[src/hw/ers_defines.svh]
`ifndef ERS_DEFINES_SVH
`define ERS_DEFINES_SVH
`define ERS_BIT_INTACT 15
`define ERS_BIT_ODD 14
`define ERS_BIT_FCS 13
`define ERS_BIT_LONG 12
`define ERS_BIT_PAUSE 11
`define ERS_BIT_CTRL 10
`define ERS_BIT_MCAST 9
`define ERS_BIT_BCAST 8
`define ERS_BIT_VLAN 7
`define ERS_BIT_OPCODE 6
`define ERS_BIT_LOOR 5
`define ERS_BIT_LCERR 4
`define ERS_BIT_CODEV 3
`define ERS_BIT_CEVENT 2
`define ERS_BIT_SHORT 1
`define ERS_BIT_OVR 0
`define ERS_LONG_BIT_TIMES 50000
`define ERS_BITS_PER_NIBBLE 4
`define ERS_LONG_NIBBLES (`ERS_LONG_BIT_TIMES / `ERS_BITS_PER_NIBBLE)
`define ERS_MAX_PREAMBLE_BYTES 11
`define ERS_MAX_LENGTH 16'h05ee
`define ERS_MIN_IPG_NIBBLES 24
`define ERS_MIN_FRAME_BYTES 64
`define ERS_CARRIER_CODE 4'he
`define ERS_SFD_NIBBLE 4'hd
`define ERS_PRE_NIBBLE 4'h5
`define ERS_TYPE_CTRL 16'h8808
`define ERS_TYPE_VLAN 16'h8100
`define ERS_OPC_PAUSE 16'h0001
`define ERS_DESC_BYTES 7
`define ERS_REG_CTRL 4'h0
`define ERS_REG_ISTAT 4'h4
`define ERS_REG_DESC 4'h8
`define ERS_REG_STAT 4'hc
`define ERS_ISTAT_RX_DONE 0
`define ERS_ISTAT_RX_OVR 1
`endif

[src/hw/ers_pkg.sv]
package ers_pkg;
	typedef enum logic [1:0] {
		ERS_IDLE = 2'b00,
		ERS_PRE = 2'b01,
		ERS_DATA = 2'b10,
		ERS_DROP = 2'b11
	} ers_state_t;
	typedef logic [15:0] ers_status_t;
endpackage : ers_pkg

[src/hw/ers_rx_status.sv]
// Chosen here: the Avalon-MM interface to the registers and the register addresses.
`timescale 1ns/100ps
`include "ers_defines.svh"
module ers_rx_status (
	// clock and reset
	input wire logic i_clock,
	input wire logic i_reset_n,
	// media-independent receive
	input wire logic i_rx_dv,
	input wire logic i_rx_er,
	input wire logic [3:0] i_rxd,
	// buffer state from the packet store
	input wire logic i_all_buffers_used,
	input wire logic i_fifo_full,
	input wire logic [23:0] i_next_packet_pointer,
	// descriptor write port
	output logic o_desc_we,
	output logic [23:0] o_desc_next_packet_pointer,
	output logic [15:0] o_desc_byte_count,
	output ers_pkg::ers_status_t o_desc_status,
	// receive interrupt
	output logic o_rx_irq,
	// avalon-mm slave
	input wire logic [3:0] i_avs_address,
	input wire logic i_avs_read,
	input wire logic i_avs_write,
	input wire logic [31:0] i_avs_writedata,
	input wire logic [3:0] i_avs_byteenable,
	output logic [31:0] o_avs_readdata,
	output logic o_avs_waitrequest
);
	import ers_pkg::*;

	ers_state_t state_q;
	logic [15:0] nib_q;
	logic [5:0] pre_q;
	logic [7:0] ipg_q;
	logic [3:0] lo_q;
	logic [15:0] bytes_q;
	logic [15:0] tl_q;
	logic [15:0] opc_q;
	logic [47:0] dest_q;
	logic [31:0] crc_q;
	logic short_ipg_q, code_q, ovr_in_q, long_q;
	logic cevent_q, short_q;
	logic drop_q;
	logic ovr_lock_q;
	logic pure_chk_q, long_chk_q, irq_en_q;
	logic done_q;
	logic ack_q;
	ers_status_t stat_q;

	function automatic logic [31:0] crc_nib(input logic [31:0] c, input logic [3:0] d);
		logic [31:0] r;
		r = c;
		for (int i = 0; i < 4; i++) begin
			r = (r[0] ^ d[i]) ? ((r >> 1) ^ 32'hedb88320) : (r >> 1);
		end
		return r;
	endfunction : crc_nib

	logic sfd, in_pkt, frame_end, bad_pre, is_ctrl, len_field;
	logic pre_dirty;
	logic [15:0] data_len;
	logic [31:0] crc_next;
	assign sfd = (state_q == ERS_PRE) && i_rx_dv && (i_rxd == `ERS_SFD_NIBBLE);
	assign in_pkt = (state_q == ERS_DATA) && i_rx_dv;
	assign frame_end = (state_q == ERS_DATA) && !i_rx_dv;
	// long check counts preamble bytes as nibble pairs
	assign bad_pre = long_chk_q && (pre_q > 6'(2 * `ERS_MAX_PREAMBLE_BYTES));
	assign pre_dirty = pure_chk_q && (state_q == ERS_PRE) && i_rx_dv && !sfd
		&& (i_rxd != `ERS_PRE_NIBBLE);
	assign crc_next = crc_nib(crc_q, i_rxd);
	assign is_ctrl = (tl_q == `ERS_TYPE_CTRL);
	assign len_field = (tl_q <= `ERS_MAX_LENGTH);
	assign data_len = bytes_q - 16'd18;

	always_ff @(posedge i_clock or negedge i_reset_n) begin
		if (!i_reset_n) begin
			state_q <= ERS_IDLE;
		end else begin
			unique case (state_q)
				ERS_IDLE: if (i_rx_dv) begin
					// overrun lock discards every frame without any count
					state_q <= ovr_lock_q ? ERS_DROP : ERS_PRE;
				end
				ERS_PRE: if (!i_rx_dv) begin
					state_q <= ERS_IDLE;
				end else if (sfd) begin
					state_q <= ERS_DATA;
				end else if (i_rxd != `ERS_PRE_NIBBLE) begin
					state_q <= pure_chk_q ? ERS_DROP : ERS_PRE;
				end
				ERS_DATA: if (!i_rx_dv) begin
					state_q <= ERS_IDLE;
				end
				ERS_DROP: if (!i_rx_dv) begin
					state_q <= ERS_IDLE;
				end
			endcase
		end
	end

	always_ff @(posedge i_clock or negedge i_reset_n) begin
		if (!i_reset_n) begin
			// a fresh start counts as a long quiet line, so the first frame is kept
			ipg_q <= 8'hff;
			short_ipg_q <= 1'b0;
		end else if (i_rx_dv) begin
			ipg_q <= 8'h00;
			if (state_q == ERS_IDLE) begin
				short_ipg_q <= (ipg_q < 8'(`ERS_MIN_IPG_NIBBLES));
			end
		end else if (ipg_q != 8'hff) begin
			ipg_q <= ipg_q + 8'h01;
		end
	end

	always_ff @(posedge i_clock or negedge i_reset_n) begin
		if (!i_reset_n) begin
			pre_q <= 6'h00;
		end else if (state_q != ERS_PRE) begin
			pre_q <= 6'h00;
		end else if (i_rx_dv && !sfd && pre_q != 6'h3f) begin
			pre_q <= pre_q + 6'h01;
		end
	end

	// a dropped or overlong preamble is reported by the next descriptor written
	always_ff @(posedge i_clock or negedge i_reset_n) begin
		if (!i_reset_n) begin
			drop_q <= 1'b0;
		end else if (pre_dirty || (sfd && bad_pre)) begin
			drop_q <= 1'b1;
		end else if (frame_end) begin
			drop_q <= 1'b0;
		end
	end

	always_ff @(posedge i_clock or negedge i_reset_n) begin
		if (!i_reset_n) begin
			nib_q <= 16'h0000;
			lo_q <= 4'h0;
			bytes_q <= 16'h0000;
			tl_q <= 16'h0000;
			opc_q <= 16'h0000;
			dest_q <= 48'h0;
			crc_q <= 32'hffffffff;
			code_q <= 1'b0;
			ovr_in_q <= 1'b0;
		end else if (sfd) begin
			nib_q <= 16'h0000;
			bytes_q <= 16'h0000;
			crc_q <= 32'hffffffff;
			code_q <= 1'b0;
			ovr_in_q <= 1'b0;
			tl_q <= 16'h0000;
			opc_q <= 16'h0000;
		end else if (in_pkt) begin
			nib_q <= (nib_q == 16'hffff) ? nib_q : nib_q + 16'h0001;
			crc_q <= crc_next;
			if (i_rx_er) begin
				code_q <= 1'b1;
			end
			if (i_all_buffers_used && i_fifo_full) begin
				ovr_in_q <= 1'b1;
			end
			if (!nib_q[0]) begin
				lo_q <= i_rxd;
			end else begin
				bytes_q <= bytes_q + 16'h0001;
				if (bytes_q < 16'd6) begin
					dest_q <= {dest_q[39:0], i_rxd, lo_q};
				end
				if (bytes_q == 16'd12 || bytes_q == 16'd13) begin
					tl_q <= {tl_q[7:0], i_rxd, lo_q};
				end
				if (bytes_q == 16'd14 || bytes_q == 16'd15) begin
					opc_q <= {opc_q[7:0], i_rxd, lo_q};
				end
			end
		end
	end

	// the residue test stands in for comparing fcs bytes one by one
	always_ff @(posedge i_clock or negedge i_reset_n) begin
		if (!i_reset_n) begin
			long_q <= 1'b0;
		end else if (sfd) begin
			long_q <= 1'b0;
		end else if (in_pkt && (nib_q == 16'(`ERS_LONG_NIBBLES))) begin
			long_q <= 1'b1;
		end
	end

	// history flags survive until the next frame end reports them, whatever that frame's status
	always_ff @(posedge i_clock or negedge i_reset_n) begin
		if (!i_reset_n) begin
			cevent_q <= 1'b0;
			short_q <= 1'b0;
		end else begin
			if (!i_rx_dv && i_rx_er && (i_rxd == `ERS_CARRIER_CODE)) begin
				cevent_q <= 1'b1;
			end else if (frame_end) begin
				cevent_q <= 1'b0;
			end
			if ((state_q == ERS_PRE || state_q == ERS_DROP) && !i_rx_dv) begin
				short_q <= 1'b1;
			end else if (frame_end) begin
				short_q <= bytes_q < 16'(`ERS_MIN_FRAME_BYTES);
			end
		end
	end

	ers_status_t stat_d;
	always_comb begin
		stat_d = 16'h0000;
		stat_d[`ERS_BIT_ODD] = nib_q[0];
		stat_d[`ERS_BIT_FCS] = (crc_q != 32'hdebb20e3);
		stat_d[`ERS_BIT_LONG] = long_q || short_ipg_q || drop_q;
		stat_d[`ERS_BIT_CTRL] = is_ctrl;
		stat_d[`ERS_BIT_PAUSE] = is_ctrl && (opc_q == `ERS_OPC_PAUSE);
		stat_d[`ERS_BIT_OPCODE] = is_ctrl && (opc_q != `ERS_OPC_PAUSE);
		stat_d[`ERS_BIT_BCAST] = (dest_q == 48'hffffffffffff);
		stat_d[`ERS_BIT_MCAST] = dest_q[40] && !stat_d[`ERS_BIT_BCAST];
		stat_d[`ERS_BIT_VLAN] = (tl_q == `ERS_TYPE_VLAN);
		stat_d[`ERS_BIT_LOOR] = (tl_q > `ERS_MAX_LENGTH) && (tl_q < 16'h0600);
		stat_d[`ERS_BIT_LCERR] = len_field && (tl_q != data_len);
		stat_d[`ERS_BIT_CODEV] = code_q;
		stat_d[`ERS_BIT_CEVENT] = cevent_q;
		stat_d[`ERS_BIT_SHORT] = short_q;
		stat_d[`ERS_BIT_OVR] = ovr_in_q;
		stat_d[`ERS_BIT_INTACT] = !(nib_q[0] || stat_d[`ERS_BIT_FCS] || stat_d[`ERS_BIT_LONG]
			|| code_q || ovr_in_q || stat_d[`ERS_BIT_LOOR] || stat_d[`ERS_BIT_LCERR]);
	end

	// descriptor update at the end of every accepted frame
	always_ff @(posedge i_clock or negedge i_reset_n) begin
		if (!i_reset_n) begin
			o_desc_we <= 1'b0;
			o_desc_status <= 16'h0000;
			o_desc_byte_count <= 16'h0000;
			o_desc_next_packet_pointer <= 24'h000000;
			stat_q <= 16'h0000;
		end else begin
			o_desc_we <= frame_end;
			if (frame_end) begin
				o_desc_status <= stat_d;
				o_desc_byte_count <= bytes_q;
				o_desc_next_packet_pointer <= i_next_packet_pointer;
				stat_q <= stat_d;
			end
		end
	end

	// istat register: write one clears, set wins over clear
	logic bus_wr, bus_rd;
	// a write lands only on the edge that ends its wait, as the master sees it
	assign bus_wr = i_avs_write && ack_q;
	assign bus_rd = i_avs_read && !ack_q;
	always_ff @(posedge i_clock or negedge i_reset_n) begin
		if (!i_reset_n) begin
			done_q <= 1'b0;
			ovr_lock_q <= 1'b0;
			pure_chk_q <= 1'b0;
			long_chk_q <= 1'b0;
			irq_en_q <= 1'b0;
		end else begin
			if (bus_wr && i_avs_address == `ERS_REG_CTRL && i_avs_byteenable[0]) begin
				irq_en_q <= i_avs_writedata[0];
				pure_chk_q <= i_avs_writedata[1];
				long_chk_q <= i_avs_writedata[2];
			end
			if (o_desc_we) begin
				done_q <= 1'b1;
			end else if (bus_wr && i_avs_address == `ERS_REG_ISTAT && i_avs_byteenable[0]
				&& i_avs_writedata[`ERS_ISTAT_RX_DONE]) begin
				done_q <= 1'b0;
			end
			if (in_pkt && i_all_buffers_used && i_fifo_full) begin
				ovr_lock_q <= 1'b1;
			end else if (bus_wr && i_avs_address == `ERS_REG_ISTAT && i_avs_byteenable[0]
				&& i_avs_writedata[`ERS_ISTAT_RX_OVR]) begin
				ovr_lock_q <= 1'b0;
			end
		end
	end

	// one wait cycle keeps read data registered
	always_ff @(posedge i_clock or negedge i_reset_n) begin
		if (!i_reset_n) begin
			ack_q <= 1'b0;
			o_avs_readdata <= 32'h00000000;
		end else begin
			ack_q <= (i_avs_read || i_avs_write) && !ack_q;
			if (bus_rd) begin
				unique case (i_avs_address)
					`ERS_REG_CTRL: o_avs_readdata <= {29'h0, long_chk_q, pure_chk_q, irq_en_q};
					`ERS_REG_ISTAT: o_avs_readdata <= {30'h0, ovr_lock_q, done_q};
					`ERS_REG_DESC: o_avs_readdata <= {16'h0, o_desc_byte_count};
					`ERS_REG_STAT: o_avs_readdata <= {16'h0, stat_q};
					default: o_avs_readdata <= 32'h00000000;
				endcase
			end
		end
	end

	assign o_avs_waitrequest = (i_avs_read || i_avs_write) && !ack_q;
	assign o_rx_irq = done_q && irq_en_q;

	chk_desc_after_end: assert property (
		@(posedge i_clock) disable iff (!i_reset_n)
		frame_end |=> o_desc_we && o_desc_byte_count == $past(bytes_q))
		else $error("descriptor not written after frame end");
	chk_ovr_locks: assert property (
		@(posedge i_clock) disable iff (!i_reset_n)
		ovr_lock_q && state_q == ERS_IDLE && i_rx_dv |=> state_q == ERS_DROP)
		else $error("frame accepted during overrun lock");
	chk_irq_on_done: assert property (
		@(posedge i_clock) disable iff (!i_reset_n)
		o_desc_we && irq_en_q |=> o_rx_irq)
		else $error("receive interrupt missing");
	chk_intact_clean: assert property (
		@(posedge i_clock) disable iff (!i_reset_n)
		o_desc_we |-> !(o_desc_status[15] && (o_desc_status[14] || o_desc_status[3]
		|| o_desc_status[0] || o_desc_status[13] || o_desc_status[12])))
		else $error("intact with error");
	chk_unmapped_zero: assert property (
		@(posedge i_clock) disable iff (!i_reset_n)
		bus_rd && i_avs_address[1:0] != 2'b00 |=> o_avs_readdata == 32'h0)
		else $error("unmapped read not zero");
	chk_code_viol: assert property (
		@(posedge i_clock) disable iff (!i_reset_n)
		frame_end && code_q |=> o_desc_we && o_desc_status[`ERS_BIT_CODEV])
		else $error("code violation lost");
	chk_bcast_mcast: assert property (
		@(posedge i_clock) disable iff (!i_reset_n)
		o_desc_we |-> !(o_desc_status[8] && o_desc_status[9]))
		else $error("broadcast and multicast both set");
	chk_pause_ctrl: assert property (
		@(posedge i_clock) disable iff (!i_reset_n)
		o_desc_we && o_desc_status[11] |-> o_desc_status[10] && !o_desc_status[6])
		else $error("pause without control");
	chk_pre_drop_kept: assert property (
		@(posedge i_clock) disable iff (!i_reset_n)
		(pre_dirty || (sfd && bad_pre)) |=> drop_q)
		else $error("preamble drop not remembered");
	chk_drop_reported: assert property (
		@(posedge i_clock) disable iff (!i_reset_n)
		frame_end && drop_q |=> o_desc_status[`ERS_BIT_LONG]
		&& !o_desc_status[`ERS_BIT_INTACT])
		else $error("dropped event not reported");
endmodule : ers_rx_status

[config.mk]
export PLATFORM = sky130hd
export DESIGN_NAME = ers_rx_status
export DESIGN_NICKNAME = d
export VERILOG_FILES = /design/src/hw/ers_pkg.sv /design/src/hw/ers_rx_status.sv
export VERILOG_INCLUDE_DIRS = /design/src /design/src/hw
export SDC_FILE = /design/constraint.sdc
export NUM_CORES = 1
export LEC_CHECK = 0
export BUFFER_PORTS_ARGS = -buffer_cell sky130_fd_sc_hd__buf_2
export CORE_MARGIN = 1
export CORE_UTILIZATION = 45
export CTS_BUF_LIST = sky130_fd_sc_hd__clkbuf_4 sky130_fd_sc_hd__clkbuf_8
export DETAILED_ROUTE_END_ITERATION = 6
export PLACE_DENSITY = 0.74
export SETUP_SLACK_MARGIN = 0.4
export SYNTH_ARGS = -nofsm -noshare
export SYNTH_HDL_FRONTEND = slang
export SYNTH_SLANG_ARGS = --single-unit
[constraint.sdc]
create_clock -name i_clock -period 3 [get_ports i_clock]
set_clock_uncertainty 0.05 [all_clocks]
set_input_delay 0.15 -clock i_clock [delete_from_list [all_inputs] [get_ports i_clock]]
set_output_delay 0.15 -clock i_clock [all_outputs]
set_load 0.005 [all_outputs]
Word level (Yosys, flattened, before mapping) --
Cells that the tools add are included.
Storage, ports and cells: register bits after elaboration 266, input bits 76, output and inout port bits 91, logic and storage cells 208
Cells by class: $add $sub $neg 5, $lt $le $gt $ge 7, eq/ne operators 29, mux-type cells 50, bitwise logic cells 10, reductions and logical operators 79
Operators with widths (number):
- $mux W16 | 14
- $mux W32 | 6
- $eq A16 B4 Y1 const B | 4
- $pmux W16 S4 | 1
- $not A13 Y14 | 4
- $eq A16 B16 Y1 const B | 3
- $eq A48 B48 Y1 const B | 1
- $logic_and A1 B1 Y1 | 34
- $add A16 B1 Y16 const B | 2
- $ne A32 B32 Y1 const B | 1
- $reduce_bool A2 Y1 | 14
- $mux W1 | 17
- $eq A16 B1 Y1 const B | 1
- $eq A16 B14 Y1 const B | 1
- $eq A4 B4 Y1 const B | 4
- $gt A16 B11 Y1 const B | 1
- $le A16 B11 Y1 const B | 1
- $lt A16 B11 Y1 const B | 1
- $lt A16 B3 Y1 const B | 1
- $lt A16 B7 Y1 const B | 1
- $mux W8 | 2
- $ne A16 B1 Y1 const B | 1
- $ne A16 B16 Y1 | 1
- $sub A16 B5 Y16 const B | 1
- 25 further kinds | 63

Logic depth before layout (Yosys ltp) --
Gate-level depths: netlist (run 1).
word-level depth 10, depth in mapped cells 10, mapped depth without buffers 9

Least setup slack after synthesis (run 1) --
OpenSTA, ideal clock, no wires.
kind reg-to-reg, start point register bytes_q[10], end point register dest_q[34], library setup time 0.127 ns, data arrival time 2.297 ns, slack 0.525 ns, stages on the path, launching flop included 9, period minus slack after synthesis 2.475 ns, cells stage by stage dfrtp_1 buf_6 or4_4 nor4_2 nand4_1 a211o_1 buf_6 buf_6 mux2_1
Between the ends: word-level cells in the longest chain between the ends 2
RTL lines:
- start: declaration | RTL line ers_rx_status.sv:39 | logic [15:0] bytes_q;
- start signal: assignment | RTL line ers_rx_status.sv:171 | bytes_q <= bytes_q + 16'h0001;
- $lt A16 B3 Y1 | RTL line ers_rx_status.sv:172 | if (bytes_q < 16'd6) begin
- $reduce_and A4 Y1 (no line)
- end signal: assignment | RTL line ers_rx_status.sv:173 | dest_q <= {dest_q[39:0], i_rxd, lo_q};
- end: declaration | RTL line ers_rx_status.sv:42 | logic [47:0] dest_q;
No other way between the ends. A chain may end at the register's enable or synchronous reset.

Worst setup path in the final report (run 1) --
start point register bytes_q[9], end point register opc_q[8]
Between the ends: word-level cells in the longest chain between the ends 4, elaborated cells on any way between the ends 5
RTL lines:
- $eq A16 B4 Y1 | RTL line ers_rx_status.sv:178 | if (bytes_q == 16'd14 || bytes_q == 16'd15) begin
- $logic_or A1 B1 Y1 * | RTL line ers_rx_status.sv:178
- $reduce_bool A2 Y1 (no line) *
- $reduce_and A3 Y1 (no line) *
- end signal: assignment | RTL line ers_rx_status.sv:179 | opc_q <= {opc_q[7:0], i_rxd, lo_q};
- end: declaration | RTL line ers_rx_status.sv:41 | logic [15:0] opc_q;
Every way passes the cells marked *; elsewhere a longest branch is shown, timed or not.

==> results.md, run 1 <==
Outcome:
- The flow ran to the end, and the final reports show no timing, DRC or antenna violations.

Layout:
- Of the cells placed in the final design, the portion with a size suffix greater than 1 is 25.76%.
- The antenna diode instance count is 0.
- The final core utilization is 55.72%.
- The register area is 6310 um^2.
- The final instance area is 14150 um^2.
- The area of the multi-input gates is 5127 um^2.
- The area growth from synthesis to layout is 20.27%.
- The number of fill cells in the layout is 2131.
- The number of nets in the finished design is 1406.

Min path:
- The path class of the tightest hold or removal check is input port to flip-flop.

STA:
- The setup slack of the critical path after layout is 0.4529 ns.
- Derived from the worst setup path, the maximum achievable clock frequency is 0.3926 GHz.
- The fraction of the cycle the final worst path needs is 84.90%.
- The relative max-transition margin is 40.76%.
- The slew at the pin with the worst max-slew slack is 0.8853 ns.
- Setup repair after global routing could not meet its margin everywhere.
- The worst path in the final design needs a cycle of 2.547 ns, including I/O delays and setup.
- The max-slew violation count came to 0.
- The count of endpoints failing hold in the final timing report is 0.
- Setup violations remaining at the end of the flow were counted as 0.
- Setup total negative slack on the finished layout was measured at 0 ns.

Route:
- Summing over every cut layer, the via total after detailed routing is 9013.
- After detailed routing, the average wire length per cell comes to 16.40 um.
- Using the TritonRoute via totals, the vias-per-cell ratio works out to 5.374.
- The DRC violation count after routing is 0.
- The DRC marker count from the first detailed-route iteration is 679.
- The final wirelength is 27.51 mm.
- The count of nets left with antenna violations after detail routing is 0.
- Before antenna repair, the detailed router went through 5 iterations.

Global route:
- Entering global routing, the biggest net connects 83 pins.
- The total congestion overflow is 0.
- The wire length of the first global-routing pass is 44.51 mm.
- The global-route total usage across every layer is 20.60%.
- The via count of the first global-routing pass was 8830.
- The initial antenna violation count is 0.

Setup path:
- Data on the critical path arrives at its endpoint at 2.90 ns.
- The critical path capture point type is a flip-flop.
- The worst stage delay on the critical path is 0.59 ns.
- In this run the worst path has a maximum fanout of 16.
- The critical path goes through or4_4 > nor4_4 > nand4_1 > nor2_2 > o21a_1 > buf_12 > mux2i_2 > nor2_1.
- Among all stages on the critical path, the largest delay is contributed by sky130_fd_sc_hd__or4_4.
- The worst setup path is launched from a flip-flop.
- The worst setup path category is flip-flop to flip-flop.
- STA puts the critical path data required time at 3.35 ns.

Power and ir drop:
- Across the VDD grid, the largest voltage drop is 0.6141 mV.
- Power spread over the standard cell area amounts to 738.8 nW/um^2.
- The analysis attributes to cell leakage a power of 6.770 nW.

Synthesis:
- Yosys printed 0 warnings.
- The leading register cell type out of synthesis is sky130_fd_sc_hd__dfrtp_1.
- The synthesized design contains 0 enable-type register cells.
- After synthesis, the cell types taking the most area are sky130_fd_sc_hd__dfrtp_1 45%, sky130_fd_sc_hd__dfstp_2 8.9%, sky130_fd_sc_hd__nand2_1 6.4%, sky130_fd_sc_hd__mux2_2 5.3%, sky130_fd_sc_hd__xor2_1 4.2%.
- The cell area after synthesis is 11770 um^2.
- After synthesis, the share of flip-flops with an asynchronous set or reset is 100.0%.
- Synthesis produced a netlist whose cell count is 1145.
- The largest total area in the synthesized netlist belongs to sky130_fd_sc_hd__dfrtp_1.
- The share of the synthesized area in the top cell type is 44.66%.
- The synthesized netlist contains 66 unique library cells.
- The mean instance size in the synthesized netlist is 10.28 um^2.
- Sequential cells were found to cover 53.59% of the synthesized design area.
- The number of register bits inferred by synthesis is 250.

Die:
- The core box area is 25400 um^2.
- Once the floorplan was initialized, standard cells occupied 46.33% of the core.
- The die covers 26800 um^2.
- Row generation in the floorplan step produced 58 rows.
- For this design the top-level I/O count stands at 167.
- The die is 163.7 um tall.
- The width of the die is 163.7 um.

Placed design:
- The congestion estimate from routability-driven global placement came to 0.8880.
- The post-detailed-placement cell area is 12710 um^2.
- Detailed placement ended at an HPWL of 18.06 mm.
- During placement, the flow inserted port buffers numbering 118.
- The worst setup timing slack at the placement stage is 0.2816 ns.

CTS:
- After clock tree synthesis, the clock-pin slew on the worst setup and hold paths is 0.06 ns.
- TritonCTS built the clock tree.
- The number of buffers inserted during clock tree synthesis is 42.
- The cell at the root of the clock tree is sky130_fd_sc_hd__clkbuf_8.
- The worst-skew pair later-pin latency is 0.56 ns.
- The maximum count of clock buffers along a single path is 3.
- The H-tree level count is 2.
- The number of sinks handled by clock tree synthesis is 250.

Job:
- Max-cap violations in this run came to 0.
-- cell usage after synthesis (4+ instances only) --
cell                       instances
sky130_fd_sc_hd__mux2_2           55
sky130_fd_sc_hd__a31oi_1           6
sky130_fd_sc_hd__dfstp_2          40
sky130_fd_sc_hd__nor3_1           38
sky130_fd_sc_hd__inv_1            10
sky130_fd_sc_hd__a22o_1            5
sky130_fd_sc_hd__nand4_1          24
sky130_fd_sc_hd__and3_1           10
sky130_fd_sc_hd__buf_6             5
sky130_fd_sc_hd__xnor2_1          33
sky130_fd_sc_hd__nand3_1          31
sky130_fd_sc_hd__and4_1            4
sky130_fd_sc_hd__nor4bb_1          4
sky130_fd_sc_hd__clkbuf_1         49
sky130_fd_sc_hd__nand2_1         200
sky130_fd_sc_hd__nand3b_1          6
sky130_fd_sc_hd__nor2_1          107
sky130_fd_sc_hd__buf_4            18
sky130_fd_sc_hd__o21a_1            5
sky130_fd_sc_hd__dfrtp_1         210
sky130_fd_sc_hd__buf_1             4
sky130_fd_sc_hd__a41oi_1           4
sky130_fd_sc_hd__nand2b_1         10
sky130_fd_sc_hd__a211oi_1          6
sky130_fd_sc_hd__nor4_1           12
sky130_fd_sc_hd__mux2i_1          31
sky130_fd_sc_hd__ha_1             11
sky130_fd_sc_hd__xor2_1           56
sky130_fd_sc_hd__o21ai_0          42
sky130_fd_sc_hd__a22oi_1          14
sky130_fd_sc_hd__a21oi_1          37
sky130_fd_sc_hd__buf_2             5
-- registers in the layout, indices dropped and copies added, names as in the netlist, 4 cells and up --
register and count:
o_desc_byte_count 16, ipg_q 8, pre_q 6, lo_q 4, stat_q 16, o_desc_next_packet_pointer 24, bytes_q 16, nib_q 16
opc_q 16, tl_q 16, o_avs_readdata 16, dest_q 48, crc_q 32
-- per-stage QoR --
| stage | power, mW | instances | hold slack [ns] |
|---|---|---|---|
| after global placement | 7.066 | 1557 | 0.1044 |
| after floorplan | 6.304 | 1160 | -0.1956 |
| after detailed placement | 7.172 | 1557 | 0.1060 |
| after global routing | 11.07 | 1677 | 0.04756 |
| after CTS | 10.49 | 1672 | 0.004014 |
| final | 10.46 | 1677 | 0.01880 |
-- area by class of cell --
class,count,area share [%]
Clock inverter,10,0.8311
Inverter,11,0.2918
Tap cell,330,2.918
Timing Repair Buffer,197,9.601
Multi-Input combinational cell,817,36.23
Sequential cell,250,44.58
Clock buffer,62,5.543
-- timing repair --
item	in CTS	in global routing
hold endpoints to repair	127	0
gates resized for setup	3	14
pin swaps	3	9
setup endpoints to repair	81	30
hold buffers	43	0
setup buffers	0	5
-- worst max-delay path, delay by kind of cell, from the launching register on --
family | cells | cell delay, ns
buffers and inverters | 1 | 0.19
AND/OR/NAND/NOR | 5 | 1.32
multiplexers | 1 | 0.23
AO/OA/AOI/OAI | 1 | 0.22
flip-flops | 1 | 0.38
-- final timing paths --
| check | from | end | slack [ns] | depth (start not counted) |
|---|---|---|---|---|
| max | bytes_q[9]$_DFFE_PN0P_ | opc_q[8]$_DFFE_PN0P_ | 0.45 | 8 |
| min | i_avs_byteenable[0] | done_q$_DFFE_PN0P_ | 0.02 | 5 |
| max reg2reg | bytes_q[9]$_DFFE_PN0P_ | opc_q[8]$_DFFE_PN0P_ | 0.45 | 8 |
| min reg2reg | ack_q$_DFF_PN0_ | ack_q$_DFF_PN0_ | 0.39 | 1 |
| max in group asynchronous | i_reset_n | ipg_q[1]$_DFFE_PN1P_ | 1.81 | 3 |
| min in group asynchronous | i_reset_n | o_desc_next_packet_pointer[14]$_DFFE_PN0P_ | 0.09 | 2 |
-- cells by family (layout without fill, tap and decap cells) --
group / Yosys count / count (layout) / share of synthesized area, %
other: 1 / 16 / 0.03187
DFF: 250 / 250 / 53.59
adders and majority gates: 11 / 11 / 1.170
AOI/OAI and AO/OA: 138 / 138 / 7.507
buffers and inverters: 93 / 280 / 3.923
muxes: 89 / 89 / 8.378
xor gates and xnor gates: 90 / 90 / 6.762
and+or+nand+nor: 473 / 473 / 18.64
-- cell usage in the layout, fill, tap and decap left out, types with 14 or more instances in the layout --
cell type                       count
sky130_fd_sc_hd__a21oi_1           37
sky130_fd_sc_hd__buf_2            117
sky130_fd_sc_hd__clkbuf_8          51
sky130_fd_sc_hd__dlygate4sd3_1     43
sky130_fd_sc_hd__dfrtp_1          207
sky130_fd_sc_hd__conb_1            16
sky130_fd_sc_hd__a22oi_1           14
sky130_fd_sc_hd__xor2_1            56
sky130_fd_sc_hd__mux2_2            55
sky130_fd_sc_hd__buf_4             30
sky130_fd_sc_hd__o21ai_0           41
sky130_fd_sc_hd__nor3_1            38
sky130_fd_sc_hd__nand2_1          200
sky130_fd_sc_hd__nor2_1           106
sky130_fd_sc_hd__nand3_1           31
sky130_fd_sc_hd__nand4_1           24
sky130_fd_sc_hd__dfstp_2           40
sky130_fd_sc_hd__xnor2_1           33
sky130_fd_sc_hd__mux2i_1           30
-- power by group --
part	leakage, nW	internal, mW	switching (mW)	total [mW]
sequential	3.23	4.20	0.594	4.79
combinational	3.07	1.16	1.26	2.42
clock	0.477	1.86	1.39	3.24
total	6.77	7.22	3.24	10.5
-- per-layer routing --
metal	up-vias	global-route usage, %	part of all wire (%)
li1	4281	-	-
met2	258	34.73	48
met1	4428	27.04	45
met5	-	0	0
met4	0	6.019	1.9
met3	46	3.788	5.8
(Power assumes the default switching activity.)
==> inputs of run 2 (changes only) <==
--- a/config.mk
+++ b/config.mk
@@ -11,7 +11,7 @@
 export CORE_UTILIZATION = 45
 export CTS_BUF_LIST = sky130_fd_sc_hd__clkbuf_4 sky130_fd_sc_hd__clkbuf_8
 export DETAILED_ROUTE_END_ITERATION = 6
-export PLACE_DENSITY = 0.74
+export PLACE_DENSITY = 0.77
 export SETUP_SLACK_MARGIN = 0.4
 export SYNTH_ARGS = -nofsm -noshare
 export SYNTH_HDL_FRONTEND = slang
==> constraint.sdc (replaced) <==
create_clock -name i_clock -period 2.3 [get_ports i_clock]
set_clock_uncertainty 0.05 [all_clocks]
set_input_delay 0.115 -clock i_clock [delete_from_list [all_inputs] [get_ports i_clock]]
set_output_delay 0.115 -clock i_clock [all_outputs]
set_load 0.005 [all_outputs]
==> run 2 against run 1 <==
Against the previous run:
- the run now ends with setup timing left
- sequential cell count is the same
- routed wire length grew 11%
- global-route usage rose by 1.1 points
- via count is 6.5% higher
- clock-buffer cell count unchanged
- largest cell class unchanged
==> results.md, run 2 (synthesis results as in run 1) <==
Outcome:
- The flow ran to the end, but the final reports show violations.
- The final reports fail on setup timing.

STA:
- Counting I/O delays and the setup requirement, the final critical path takes 2.505 ns.
- Setup violations remaining at the end of the flow were counted as 82.
- Setup repair after global routing could not meet its margin everywhere.
- In the finished design, the share of the clock period the worst path needs comes to 108.9%.
- The count of endpoints failing hold in the final timing report was 0.
- The relative max-transition margin is 57.53%.
- For the pin with the worst max-slew slack, the measured transition is 0.6371 ns.
- The max-slew violation count is 0.
- Final hold analysis gives a worst-case slack of 0.04163 ns.
- Once routing completed, OpenROAD measured the worst setup slack at -0.2054 ns.
- The highest attainable clock frequency is 0.3991 GHz.

CTS:
- The clock passes through at most 3 buffers.
- In this run the clock root is driven by a sky130_fd_sc_hd__clkbuf_8.
- The clock tree synthesis step divided the H-tree into 2 levels.
- Counting the buffers created by CTS gives 42.
- The worst-skew pair later-pin latency is 0.55 ns.
- The number of sinks handled by clock tree synthesis is 250.
- TritonCTS built the clock tree.
- After clock tree synthesis, the clock-pin slew on the worst setup and hold paths is 0.06 ns.

Setup path:
- The number of cells on the worst reg-to-reg path is 8.
- The worst-path maximum fanout is 8.
- The end of the critical path is tl_q[4]$_DFFE_PN0P_.
- STA classifies the critical path startpoint as a flip-flop.
- The endpoint of the lowest-slack register-to-register path is tl_q[4]$_DFFE_PN0P_.
- Data arrives at the worst endpoint at 2.87 ns.
- STA classifies the critical path endpoint as a flip-flop.
- The required time at the worst-slack endpoint is 2.67 ns.
- The critical path starts at bytes_q[6]$_DFFE_PN0P_.
- In this run the critical register-to-register path is launched from bytes_q[6]$_DFFE_PN0P_.
- The reg-to-reg setup timing slack is -0.21 ns.
- The critical path in this run is classified as flip-flop to flip-flop.

Power and ir drop:
- The overall power of the completed layout is 14.08 mW.
- The highest ir drop seen on vdd is 0.5720 mV.
- The power density of the placed cells is 933.0 nW/um^2.
- The analysis attributes to cell leakage a power of 7.209 nW.

Route:
- For this run, design rule violations remaining after detail routing come to 0.
- The final wirelength is 30.40 mm.
- The number of vias after detailed routing is 9598.
- The DRC marker count from the first detailed-route iteration is 925.
- The count of nets left with antenna violations after detail routing is 0.
- Dividing the detail-routed via count by the number of cells gives 5.516.
- The detailed-route wire length per cell is 17.47 um.
- The first-pass iteration count of the detailed router is 7.

Layout:
- The register with the most flip-flops is dest_q.
- The share of final-layout standard cells stronger than drive strength 1 is 33.12%.
- With fillers left out, the area of the finished cells amounts to 15090 um^2.
- The register with the most flip-flops in the layout has 48 of them.
- In the final design database the tool counted 1471 nets.
- The area growth from synthesis to layout is 28.25%.
- The final standard cell count with taps included and fillers excluded is 1740.
- The library cell used most frequently in the layout, excluding fill and tap cells, is sky130_fd_sc_hd__dfrtp_1.
- In the layout the commonest cells are 204 x sky130_fd_sc_hd__dfrtp_1, 195 x sky130_fd_sc_hd__nand2_1, 116 x sky130_fd_sc_hd__buf_2, 102 x sky130_fd_sc_hd__nor2_1, 85 x sky130_fd_sc_hd__buf_4.
- The largest registers in the layout are dest_q (48), crc_q (32), o_desc_next_packet_pointer (24).
- The antenna diode instance count is 0.

Global route:
- The global-route total usage across every layer is 21.69%.
- The via count of the first global-routing pass is 9207.
- The largest net degree at the start of global routing is 82.
- After global routing the overflow that remains totals 0.
- The wire length of the first global-routing pass is 46.56 mm.
- The initial antenna violation count is 0.

Die:
- Measured along the y axis, the die boundary spans 163.7 um.
- The boundary pin count is 167.
- The floorplan step defined a die boundary enclosing 26800 um^2.
- The die is 163.7 um wide.
- After floorplanning, the core was sized to cover 25400 um^2.
- The initialized floorplan defines 58 standard-cell rows.
- Once the floorplan was initialized, standard cells occupied 46.33% of the core.

Min path:
- The type of the most critical hold path is input port to flip-flop.

Placed design:
- The worst setup timing slack at the placement stage is -0.1481 ns.
- After detailed placement, the total cell area comes to 13050 um^2.
- The cell count after placement is 1594.
- The congestion estimate from routability-driven global placement came to 0.8693.
- The placed wire-length estimate after detailed placement is 19.08 mm.
- The number of input and output port buffers inserted is 118.

Job:
- The number of max-cap violations is 0.
-- run 2: cell types whose count changed in the layout (fill, tap and decap cells not counted), sizes merged --
cell         change
buf             +66
dlygate4sd3      -3
clkbuf           +2
inv              -2
bufinv           +1
clkinv           -1
-- run 2: critical path, stage by stage, from the launching register on --
cell and delay, ns:
sky130_fd_sc_hd__dfrtp_2 0.43, sky130_fd_sc_hd__or4_4 0.54, sky130_fd_sc_hd__nor4_4 0.28, sky130_fd_sc_hd__nand4_1 0.19, sky130_fd_sc_hd__nor2_2 0.21, sky130_fd_sc_hd__o21a_2 0.23, sky130_fd_sc_hd__buf_12 0.15, sky130_fd_sc_hd__mux2i_1 0.24
sky130_fd_sc_hd__nor2_1 0.06
-- run 2: final cells by class --
| type | count | area (um^2) |
|---|---|---|
| Fill cell | 1932 | 10310 |
| Inverter | 11 | 41.29 |
| Timing Repair Buffer | 262 | 1976 |
| Clock inverter | 8 | 117.6 |
| Sequential cell | 250 | 6314 |
| Tap cell | 330 | 412.9 |
| Clock buffer | 62 | 784.5 |
| Multi-Input combinational cell | 817 | 5446 |
-- run 2: timing repair --
item,in CTS,in global routing
cloned,1,2
endpoints found under the hold margin,235,0
resized for setup,37,59
buffers inserted,14,19
hold buffers,40,0
pin swaps,15,34
endpoints found under the setup margin,113,142
-- run 2: metal layers --
metal  track usage [%]  part of all wire, %  wire length, um  vias to the layer above
met1             28.78                   43            12940                     4772
li1                  -                    -                -                     4388
met3             3.258                  6.2             1876                       62
met2             36.59                   49            14920                      376
met5                 0                    0                0                        -
met4             6.734                  2.2              662                        0
-- run 2: worst min path at each step --
stage / startpoint / end / slack, ns / cells past startpoint
5_1_grt: i_rxd[0] / lo_q[0]$_DFFE_PN0P_ / 0.02 / 3
2_1_floorplan: i_reset_n / ack_q$_DFF_PN0_ / -0.23 / 0
3_3_place_gp: i_reset_n / opc_q[14]$_DFFE_PN0P_ / 0.10 / 1
4_1_cts: i_rxd[2] / cevent_q$_DFFE_PN0P_ / 0.008 / 4
3_5_place_dp: i_reset_n / opc_q[8]$_DFFE_PN0P_ / 0.11 / 1
6_report: i_rxd[0] / dest_q[4]$_DFFE_PN0P_ / 0.04 / 3
-- run 2: stage by stage --
step / setup TNS [ns] / utilization [%]
6_report: -11.48 / 59.42
2_1_floorplan: -1.272 / -
3_5_place_dp: -6.394 / 51.39
3_3_place_gp: -3.466 / 51.39
4_1_cts: -7.404 / 57.69
5_1_grt: -14.62 / 59.42
-- run 2: power by group --
part,internal [mW],total [mW],switching [mW]
clock,2.51,4.24,1.73
combinational,1.72,3.53,1.81
sequential,5.48,6.31,0.828
total,9.71,14.1,4.37
